<file path="config.mk">
export PLATFORM = sky130hd
export DESIGN_NAME = tcf_channel
export DESIGN_NICKNAME = d
export VERILOG_FILES = /design/src/hw/tcf_pkg.sv /design/src/hw/tcf_capture_sync.sv /design/src/hw/tcf_channel.sv
export SDC_FILE = /design/constraint.sdc
export NUM_CORES = 1
export LEC_CHECK = 0
export ABC_CLOCK_PERIOD_IN_PS = 4200
export BUFFER_PORTS_ARGS = -buffer_cell sky130_fd_sc_hd__buf_4
export CAP_MARGIN = 15
export CORE_ASPECT_RATIO = 0.7
export CORE_MARGIN = 5
export CORE_UTILIZATION = 57
export CTS_BUF_LIST = sky130_fd_sc_hd__clkbuf_4
export CTS_CLUSTER_SIZE = 10
export DETAILED_ROUTE_END_ITERATION = 8
export PLACE_DENSITY = 0.77
export RECOVER_POWER = 50
export SLEW_MARGIN = 40
export SYNTH_ARGS = -nofsm -noshare
export SYNTH_HDL_FRONTEND = slang
export SYNTH_SLANG_ARGS = --single-unit
</file>
<file path="constraint.sdc">
create_clock -name ref_clk_in -period 4.2 [get_ports ref_clk_in]
set_input_delay 1.05 -clock ref_clk_in [delete_from_list [all_inputs] [get_ports ref_clk_in]]
set_output_delay 1.05 -clock ref_clk_in [all_outputs]
set_load 0.01 [all_outputs]
</file>
<file path="src/hw/tcf_pkg.sv">
// constants shared by the capture/compare channel and its helpers
// assumes a 32-bit apb slave, register words at aligned byte offsets
package tcf_pkg;

    // register byte offsets
    localparam logic [7:0] OFF_CTRL = 8'h00;
    localparam logic [7:0] OFF_STATUS = 8'h04;
    localparam logic [7:0] OFF_IRQ_EN = 8'h08;
    localparam logic [7:0] OFF_IRQ_STAT = 8'h0c;
    localparam logic [7:0] OFF_COUNTER = 8'h10;
    localparam logic [7:0] OFF_GREG_A = 8'h14;
    localparam logic [7:0] OFF_GREG_B = 8'h18;
    localparam logic [7:0] OFF_GREG_C = 8'h1c;
    localparam logic [7:0] OFF_GREG_D = 8'h20;

    // control register fields
    localparam int CTRL_W = 11;
    localparam int CTRL_RUN_BIT = 0;
    localparam int CTRL_CAP_LSB = 1;
    localparam int CTRL_BUF_C_BIT = 5;
    localparam int CTRL_BUF_D_BIT = 6;
    localparam int CTRL_FALL_BIT = 7;
    localparam int CTRL_DIV_LSB = 8;
    localparam int DIV_W = 3;
    localparam logic [CTRL_W-1:0] CTRL_RESET = 11'h000;

    // flag positions inside channel_status
    localparam int FLAG_A = 0;
    localparam int FLAG_B = 1;
    localparam int FLAG_C = 2;
    localparam int FLAG_D = 3;
    localparam int NUM_GREG = 4;
    localparam logic [3:0] FLAGS_ALL = 4'hf;
    localparam logic [3:0] FLAGS_AB = 4'h3;

    // status bits 7:6 always read one, bits 5:4 not kept here
    localparam logic [3:0] STATUS_HI_FIXED = 4'hc;
    localparam logic [3:0] FLAG_RESET = 4'h0;
    localparam logic [3:0] IRQ_EN_RESET = 4'h0;

    localparam logic [15:0] COUNTER_RESET = 16'h0000;
    localparam logic [15:0] GREG_RESET = 16'hffff;
    localparam logic [7:0] DIV_CNT_RESET = 8'h00;

    // one-hot word select from a byte address
    function automatic logic [8:0] tcf_word_sel(input logic [7:0] addr);
        logic [8:0] sel;
        sel = 9'h000;
        sel[0] = (addr == OFF_CTRL);
        sel[1] = (addr == OFF_STATUS);
        sel[2] = (addr == OFF_IRQ_EN);
        sel[3] = (addr == OFF_IRQ_STAT);
        sel[4] = (addr == OFF_COUNTER);
        sel[5] = (addr == OFF_GREG_A);
        sel[6] = (addr == OFF_GREG_B);
        sel[7] = (addr == OFF_GREG_C);
        sel[8] = (addr == OFF_GREG_D);
        return sel;
    endfunction

endpackage

</file>
<file path="src/hw/tcf_capture_sync.sv">
// three-stage synchroniser for capture pins with edge pulses
// assumes pins are asynchronous to ref_clk_in
`timescale 1ns/1ps

module tcf_capture_sync #(
    parameter int W = 4
) (
    input wire logic ref_clk_in,
    input wire logic arst_n_in,
    input wire logic [W-1:0] pin_in,
    output logic [W-1:0] rise_out,
    output logic [W-1:0] fall_out
);

    logic [W-1:0] meta_q;
    logic [W-1:0] sync2_q;
    logic [W-1:0] sync3_q;
    logic [W-1:0] level_q;
    logic [W-1:0] level_d;
    logic [W-1:0] agree;

    // a change counts only once stages two and three agree
    assign agree = ~(sync2_q ^ sync3_q);
    assign level_d = (agree & sync2_q) | (~agree & level_q);
    assign rise_out = level_d & ~level_q;
    assign fall_out = ~level_d & level_q;

    always_ff @(posedge ref_clk_in or negedge arst_n_in) begin
        if (!arst_n_in) begin
            meta_q <= '0;
            sync2_q <= '0;
            sync3_q <= '0;
            level_q <= '0;
        end else begin
            meta_q <= pin_in;
            sync2_q <= meta_q;
            sync3_q <= sync2_q;
            level_q <= level_d;
        end
    end

endmodule

</file>
<file path="src/hw/tcf_channel.sv">
// one timer channel: counter, general registers, match/capture flags
// assumes an apb master on ref_clk_in and a transfer controller that
// pulses xfer_ack_in when it is activated by a flag's request
//
// Design decisions made here: the address map and the APB interface to the registers.
`timescale 1ns/1ps

// Contract
// RL1 - with C/D: flag D sets when the counter equals register D in compare.
// RL2 - channels with C/D: flag D sets when a capture loads register D.
// RL3 - channels without C/D: status bits 3 and 2 read zero, ignore writes.
// RL4 - channels with C/D: flag C (bit 2) sets on compare or capture of C.
// RL5 - flag B (bit 1) sets on compare equality or capture of register B.
// RL6 - flag A (bit 0) sets on compare equality or capture of register A.
// RL7 - flag clears only on read of one then write of zero; one ignored.
// RL8 - flag clears when its request starts the controller with select zero.
// RL9 - the channel has its own readable, writable 16-bit counter.
// RL10 - counter returns to zero on reset and during hardware standby.
// RL11 - software accesses the counter only as a full 16-bit word.
// RL12 - four general registers with C/D, two without; compare or capture.
// RL13 - with C/D, C may buffer A and D may buffer B.
// RL14 - software accesses general registers only as full 16-bit words.
// RL15 - a flag requests an interrupt only while its enable bit is one.
// RL16 - set and clear in the same cycle leave the flag set.
module tcf_channel #(
    parameter bit HAS_CD = 1'b1
) (
    input wire logic ref_clk_in,
    input wire logic arst_n_in,
    input wire logic psel_in,
    input wire logic penable_in,
    input wire logic pwrite_in,
    input wire logic [7:0] paddr_in,
    input wire logic [31:0] pwdata_in,
    input wire logic [3:0] pstrb_in,
    output logic [31:0] prdata_out,
    output logic pready_out,
    output logic pslverr_out,
    input wire logic [tcf_pkg::NUM_GREG-1:0] capture_pin_in,
    input wire logic standby_in,
    input wire logic [tcf_pkg::NUM_GREG-1:0] xfer_ack_in,
    input wire logic [tcf_pkg::NUM_GREG-1:0] xfer_irq_select_bit_in,
    output logic [tcf_pkg::NUM_GREG-1:0] irq_match_out,
    output logic irq_out
);
    import tcf_pkg::*;

    localparam logic [3:0] FLAG_IMPL = HAS_CD ? FLAGS_ALL : FLAGS_AB;

    // register state
    logic [CTRL_W-1:0] ctrl_q;
    logic [CTRL_W-1:0] ctrl_d;
    logic [3:0] flag_q;
    logic [3:0] flag_d;
    logic [3:0] armed_q;
    logic [3:0] armed_d;
    logic [3:0] irq_en_q;
    logic [3:0] irq_en_d;
    logic [3:0] irq_stat_q;
    logic [3:0] irq_stat_d;
    logic [15:0] counter_q;
    logic [15:0] counter_d;
    logic [15:0] greg_q [NUM_GREG];
    logic [15:0] greg_d [NUM_GREG];
    logic [7:0] div_q;
    logic [7:0] div_d;
    logic [31:0] prdata_q;
    logic [31:0] prdata_d;

    // bus decode
    logic setup;
    logic access;
    logic wr;
    logic rd;
    logic [8:0] sel;
    logic mapped;
    logic word_reg;
    logic bad_strb;
    logic wr_ok;
    logic wr_status;
    logic wr_irq_stat;
    logic rd_status;
    logic [3:0] sel_greg;

    assign setup = psel_in & ~penable_in;
    assign access = psel_in & penable_in;
    assign wr = access & pwrite_in;
    assign rd = access & ~pwrite_in;
    assign sel = tcf_word_sel(paddr_in);
    assign mapped = (|sel[6:0]) | (HAS_CD & (|sel[8:7]));
    assign sel_greg = HAS_CD ? sel[8:5] : {2'b00, sel[6:5]};
    // 16-bit registers refuse byte-lane writes
    assign word_reg = sel[4] | (|sel_greg);
    assign bad_strb = wr & word_reg & (pstrb_in[1:0] != 2'b11); // RL11 RL14
    assign wr_ok = wr & mapped & ~bad_strb;
    assign wr_status = wr_ok & sel[1];
    assign wr_irq_stat = wr_ok & sel[3];
    assign rd_status = rd & sel[1];

    // zero wait states: read data is latched in the setup cycle
    assign pready_out = 1'b1;
    assign pslverr_out = access & (~mapped | bad_strb);
    assign prdata_out = prdata_q;

    // control fields
    logic run;
    logic [3:0] cap_mode;
    logic buf_c;
    logic buf_d;
    logic cap_fall;
    logic [DIV_W-1:0] div_sel;

    assign run = ctrl_q[CTRL_RUN_BIT];
    assign cap_mode = ctrl_q[CTRL_CAP_LSB +: 4] & FLAG_IMPL;
    assign buf_c = HAS_CD & ctrl_q[CTRL_BUF_C_BIT]; // RL13
    assign buf_d = HAS_CD & ctrl_q[CTRL_BUF_D_BIT]; // RL13
    assign cap_fall = ctrl_q[CTRL_FALL_BIT];
    assign div_sel = ctrl_q[CTRL_DIV_LSB +: DIV_W];

    // prescaler: count tick every 2^div_sel cycles while running
    logic [7:0] div_mask;
    logic tick;

    assign div_mask = 8'(8'hff >> (4'd8 - {1'b0, div_sel}));
    assign tick = run & ~standby_in & ((div_q & div_mask) == div_mask);
    assign div_d = (run & ~standby_in) ? 8'(div_q + 8'h01) : DIV_CNT_RESET;

    // capture inputs
    logic [3:0] pin_rise;
    logic [3:0] pin_fall;
    logic [3:0] cap_edge;

    tcf_capture_sync #(
        .W(NUM_GREG)
    ) u_cap_sync (
        .ref_clk_in(ref_clk_in),
        .arst_n_in(arst_n_in),
        .pin_in(capture_pin_in),
        .rise_out(pin_rise),
        .fall_out(pin_fall)
    );

    assign cap_edge = cap_fall ? pin_fall : pin_rise;

    // events
    logic [15:0] counter_inc;
    logic [3:0] cmp_ev;
    logic [3:0] cap_ev;
    logic [3:0] own_ev;
    logic [3:0] set_ev;

    assign counter_inc = 16'(counter_q + 16'h0001);

    // compare fires as the counter steps onto the register value
    genvar g;
    generate
        for (g = 0; g < NUM_GREG; g++) begin : g_ev
            assign cmp_ev[g] = tick & ~cap_mode[g] & ~standby_in
                & (counter_inc == greg_q[g]); // RL1 RL4 RL5 RL6
            assign cap_ev[g] = cap_mode[g] & cap_edge[g]; // RL2 RL4 RL5 RL6
        end
    endgenerate

    assign own_ev = (cmp_ev | cap_ev) & FLAG_IMPL;
    // a register used as a buffer raises no flag of its own
    assign set_ev = own_ev & {~buf_d, ~buf_c, 2'b11};

    // set joins after the clear, so a colliding event survives
    function automatic logic [3:0] tcf_sticky_next(input logic [3:0] cur,
            input logic [3:0] clr, input logic [3:0] set);
        return ((cur & ~clr) | set) & FLAG_IMPL;
    endfunction

    // counter
    always_comb begin
        counter_d = counter_q;
        if (standby_in) begin
            counter_d = COUNTER_RESET; // RL10
        end else if (wr_ok & sel[4]) begin
            counter_d = pwdata_in[15:0]; // RL9
        end else if (tick) begin
            counter_d = counter_inc; // RL9
        end
    end

    // general registers: hardware transfers win over software writes
    always_comb begin
        for (int i = 0; i < NUM_GREG; i++) begin
            greg_d[i] = greg_q[i];
            if (wr_ok & sel_greg[i]) begin
                greg_d[i] = pwdata_in[15:0]; // RL12
            end
        end
        for (int i = 0; i < NUM_GREG; i++) begin
            if (cap_ev[i] & FLAG_IMPL[i]) begin
                greg_d[i] = counter_q; // RL2 RL12
            end
        end
        // buffer pairs: A with C, B with D
        if (buf_c & cap_ev[FLAG_A]) begin
            greg_d[FLAG_C] = greg_q[FLAG_A]; // RL13
        end
        if (buf_d & cap_ev[FLAG_B]) begin
            greg_d[FLAG_D] = greg_q[FLAG_B]; // RL13
        end
        if (buf_c & cmp_ev[FLAG_A]) begin
            greg_d[FLAG_A] = greg_q[FLAG_C]; // RL13
        end
        if (buf_d & cmp_ev[FLAG_B]) begin
            greg_d[FLAG_B] = greg_q[FLAG_D]; // RL13
        end
    end

    // flags
    logic [3:0] clr_sw;
    logic [3:0] clr_xfer;

    // software clears a flag only with a zero in the first status write after reading it as one
    assign clr_sw = {4{wr_status}} & armed_q & ~pwdata_in[3:0]; // RL7
    assign clr_xfer = xfer_ack_in & ~xfer_irq_select_bit_in; // RL8
    assign flag_d = tcf_sticky_next(flag_q, clr_sw | clr_xfer,
        set_ev); // RL16 RL3

    always_comb begin
        armed_d = armed_q;
        if (rd_status) begin
            armed_d = prdata_q[3:0] & FLAG_IMPL;
        end else if (wr_status) begin
            armed_d = 4'h0;
        end
        // a flag taken by the controller must be read again
        armed_d = armed_d & ~clr_xfer;
    end

    // interrupt requests
    assign irq_match_out = flag_q & irq_en_q; // RL15
    assign irq_en_d = (wr_ok & sel[2]) ? (pwdata_in[3:0] & FLAG_IMPL)
        : irq_en_q;
    assign irq_stat_d = tcf_sticky_next(irq_stat_q,
        {4{wr_irq_stat}} & pwdata_in[3:0], set_ev); // RL16
    assign irq_out = |(irq_stat_q & irq_en_q); // RL15
    assign ctrl_d = (wr_ok & sel[0]) ? pwdata_in[CTRL_W-1:0] : ctrl_q;

    // read mux, sampled during setup
    logic [7:0] status_rd;

    assign status_rd = {STATUS_HI_FIXED, flag_q & FLAG_IMPL}; // RL3

    always_comb begin
        prdata_d = prdata_q;
        if (setup & ~pwrite_in) begin
            prdata_d = 32'h0000_0000;
            unique case (1'b1)
                sel[0]: prdata_d[CTRL_W-1:0] = ctrl_q;
                sel[1]: prdata_d[7:0] = status_rd;
                sel[2]: prdata_d[3:0] = irq_en_q;
                sel[3]: prdata_d[3:0] = irq_stat_q;
                sel[4]: prdata_d[15:0] = counter_q;
                sel_greg[0]: prdata_d[15:0] = greg_q[0];
                sel_greg[1]: prdata_d[15:0] = greg_q[1];
                sel_greg[2]: prdata_d[15:0] = greg_q[2];
                sel_greg[3]: prdata_d[15:0] = greg_q[3];
                default: prdata_d = 32'h0000_0000;
            endcase
        end
    end

    always_ff @(posedge ref_clk_in or negedge arst_n_in) begin
        if (!arst_n_in) begin
            ctrl_q <= CTRL_RESET;
        end else begin
            ctrl_q <= ctrl_d;
        end
    end

    always_ff @(posedge ref_clk_in or negedge arst_n_in) begin
        if (!arst_n_in) begin
            flag_q <= FLAG_RESET;
        end else begin
            flag_q <= flag_d;
        end
    end

    always_ff @(posedge ref_clk_in or negedge arst_n_in) begin
        if (!arst_n_in) begin
            armed_q <= FLAG_RESET;
        end else begin
            armed_q <= armed_d;
        end
    end

    always_ff @(posedge ref_clk_in or negedge arst_n_in) begin
        if (!arst_n_in) begin
            irq_en_q <= IRQ_EN_RESET;
        end else begin
            irq_en_q <= irq_en_d;
        end
    end

    always_ff @(posedge ref_clk_in or negedge arst_n_in) begin
        if (!arst_n_in) begin
            irq_stat_q <= FLAG_RESET;
        end else begin
            irq_stat_q <= irq_stat_d;
        end
    end

    always_ff @(posedge ref_clk_in or negedge arst_n_in) begin
        if (!arst_n_in) begin
            counter_q <= COUNTER_RESET; // RL10
        end else begin
            counter_q <= counter_d;
        end
    end

    // restarts with each run, so the first tick is a full period in
    always_ff @(posedge ref_clk_in or negedge arst_n_in) begin
        if (!arst_n_in) begin
            div_q <= DIV_CNT_RESET;
        end else begin
            div_q <= div_d;
        end
    end

    // holds between reads, so a late sampler still sees the word
    always_ff @(posedge ref_clk_in or negedge arst_n_in) begin
        if (!arst_n_in) begin
            prdata_q <= 32'h0000_0000;
        end else begin
            prdata_q <= prdata_d;
        end
    end

    always_ff @(posedge ref_clk_in or negedge arst_n_in) begin
        if (!arst_n_in) begin
            for (int i = 0; i < NUM_GREG; i++) begin
                greg_q[i] <= GREG_RESET;
            end
        end else begin
            for (int i = 0; i < NUM_GREG; i++) begin
                greg_q[i] <= greg_d[i];
            end
        end
    end

endmodule

</file>
==> key figures <==
Clock network
  • Gates resized, CTS repair: 0
  • H-tree depth: 4
  • Clock slew at reported path FFs: 140 ps
  • Clock Latency Late Sink: 580 ps
  • Hold Buf Count CTS: 0
  • Post-CTS setup buffers: 0
  • Root Driver: clkbuf_4
  • Cts bufs inserted: 17
  • Clock buffer depth: 2
  • CTS tree: done
  • Clock Sink Count: 147

Floorplanning
  • IO Pins: 101
  • Die height: 120 µm
  • Row cnt: 40
  • Die Area: 20100 µm²
  • Core area: 17100 µm²
  • Initial Util: 57.8%
  • Die X: 167 µm

Detailed routing
  • Vias per cell: 6.39
  • Met3 WL: 4890 µm
  • Post-Route WL: 31200 µm
  • WL per Instance: 23.3 µm
  • Final ANT Viol Nets: 0
  • Max Used Layer: met5
  • DRT met1 WL: 13400 µm
  • Initial DRT Pass Iterations: 6
  • Starting DRT DRC Count: 1104
  • Vias: 8576
  • Drc violations: 0
  • Met2 wire length: 12100 µm

Setup path
  • Worst setup path startpoint: paddr_in[3]
  • Worst Path Arrival: 2670 ps
  • CP Launch Type: input pin
  • Worst r2r src: counter_q[3]
  • Reg2reg setup slack: 740 ps
  • Worst Path Required: 3150 ps
  • Crit end category: output port
  • Worst Reg-to-Reg Cells: 7
  • R2R Path End: greg_q[42]
  • CP max FO: 9
  • Crit path kind: input pin to output port

Yosys
  • Largest area contributor in the netlist: dfrtp_1
  • Largest cells by area after synthesis: dfrtp_1 (21%), dfstp_2 (17%), mux2i_1 (4.9%), nand2_1 (4.8%), xnor2_1 (4.5%)
  • Async SR Flop Fraction: 100%
  • Top-area cell type share of the netlist area: 21.0%
  • Post-Synthesis Cells: 1054
  • Synth Flop Type: dfrtp_1
  • Sequential area share after synthesis: 38.1%
  • Synth Register Bits: 147
  • Synth Cell Area: 9870 µm²
  • Post-synth EDFFs: 0
  • Top cells by count, synth: nand2_1 (125), dfrtp_1 (83), nor2_1 (71), o21ai_0 (71), dfstp_2 (64)
  • Post-synth cell types: 75
  • Total number of yosys warnings: 0
  • Most frequent cell after synthesis: nand2_1
  • Mapped Avg Cell Area: 9.37 µm²

Place
  • GP Congestion: 1.01
  • HPWL Detailed: 23000 µm
  • Port Buffers: 65

Finish
  • Fraction of layout cells with a size suffix above 1: 23.7%
  • Synthesis-to-finish area growth: 9.94%
  • Post-layout util: 63.6%
  • # diodes: 0
  • Sequential Area: 3760 µm²
  • Fill cells: 1401
  • Multi-input gate area: 5620 µm²
  • Final nets: 1166

Job
  • Max_cap viols: 1

Power
  • Peak supply drop: 0.000147 V
  • PD cells: 239 nW/µm²
  • Leak Pwr: 4.64 nW

Timing
  • RSZ-0062 raised after global routing: no
  • Slew headroom: -105%
  • Setup TNS Final: 0 ps
  • Fmax achieved: 0.269 GHz
  • Final min period: 3720 ps
  • Slew @ Worst Pin: 3080 ps
  • Final period utilization: 88.5%
  • Slew Limit Fails: 56
  • Worst Clk Skew: 14.9 ps
  • Final Setup Violations: 0
  • Fin Hold WS: 366 ps
  • Final Hold Viols: 0

Global routing
  • Largest net degree at the start of global routing: 57
  • Remaining global-route overflow: 0
  • First-pass GRT wire length: 48300 µm
  • Vias in the first global route: 8107
  • Gr usage total: 31.2%
  • Antenna violations before repair: 0

Outcome
  • Failing checks: capacitance limit, slew limit
  • Status: complete, but fails checks

Worst hold path
  • Hold Crit Depth: 0
  • HP Start: u_cap_sync.meta_q[0]
  • End of the worst hold path: u_cap_sync.sync2_q[0]
  • HP Class: register to register
==> area by class of cell <==
| cell class | count | share of cell area (%) |
|---|---|---|
| tap | 231 | 2.66 |
| multi-input combinational | 800 | 51.8 |
| sequential | 147 | 34.6 |
| timing repair buffer | 106 | 7.34 |
| inverter | 26 | 0.899 |
| clock buffer | 19 | 1.31 |
| clock inverter | 13 | 1.37 |
==> per-stage QoR <==
step | power (mW) | setup WS, ps | cells | cell area, µm²
floorplan | 1.56 | 542 | 1069 | 9930
CTS | 2.60 | 498 | 1342 | 10900
global route | 2.68 | 321 | 1342 | 10900
finish | 2.59 | 484 | 1342 | 10900
detailed placement | 1.66 | 500 | 1310 | 10600
global placement | 1.66 | 511 | 1310 | 10600
==> cell families (layout without fill, tap and decap cells) <==
kind of cell	Yosys count	after routing	share of synthesized area, %
and+or+nand+nor	350	350	18.3
AOI/OAI and AO/OA	235	235	16.5
DFF	147	147	38.1
buffers and inverters	122	164	5.86
xor gates and xnor gates	95	95	9.68
muxes	92	92	10.3
adders and majority gates	11	11	1.27
other	2	17	0.0761
==> cells in the final DEF (no fill, tap or decap), drive strengths merged, types with 3 or more instances in the layout <==
cell and n:
buf 99, nand4 10, xor2 35, or4 4
a221o 16, and3 8, nor2b 4, and2 7
nor3 21, or3 5, nor4 18, mux2i 48
a21boi 3, dfrtp 83, inv 31, xnor2 51
ha 6, conb 17, a22o 7, clkinv 4
a222oi 18, mux2 44, o21ai 73, a21o 15
o211ai 5, a21oi 27, clkbuf 26, nand3 59
nand2 126, xnor3 9, dfstp 64, nor3b 4
a211oi 28, a31oi 7, nor2 71, nand2b 6
maj3 5, a22oi 14, a221oi 3
==> how the worst max path moves through the flow <==
| stage | endpoint | depth (start not counted) |
|---|---|---|
| detailed placement | pslverr_out | 7 |
| finish | pslverr_out | 7 |
| floorplan | pslverr_out | 7 |
| global placement | pslverr_out | 7 |
| global route | irq_stat_q[1] | 1 |
| CTS | pslverr_out | 7 |
==> where the power goes <==
| group | switching, mW | total, mW | internal (mW) |
|---|---|---|---|
| Sequential | 0.0195 | 1.46 | 1.44 |
| Clock | 0.575 | 0.952 | 0.377 |
| Combinational | 0.114 | 0.178 | 0.0643 |
| Total | 0.708 | 2.59 | 1.88 |
==> registers in the layout, indices dropped and copies added (netlist names) <==
register / cells
flag_q: 4
greg_q: 64
u_cap_sync.level_q: 4
irq_en_q: 4
u_cap_sync.sync3_q: 4
div_q: 8
ctrl_q: 11
counter_q: 16
prdata_out: 16
u_cap_sync.sync2_q: 4
armed_q: 4
irq_stat_q: 4
u_cap_sync.meta_q: 4
==> per-layer routing <==
layer / vias up / GRT usage, %
li1: 3877 / -
met2: 546 / 40.2
met4: 4 / 8.06
met1: 4072 / 46.6
met3: 77 / 13.7
met5: - / 5.88
==> worst max-delay path, stage by stage <==
cell and delay, ps:
buf_4 150, or4_1 670, nor3_4 240, a2bb2oi_2 190
nand2_1 70, a21oi_1 160, buf_4 140
(Power assumes the default switching activity.)
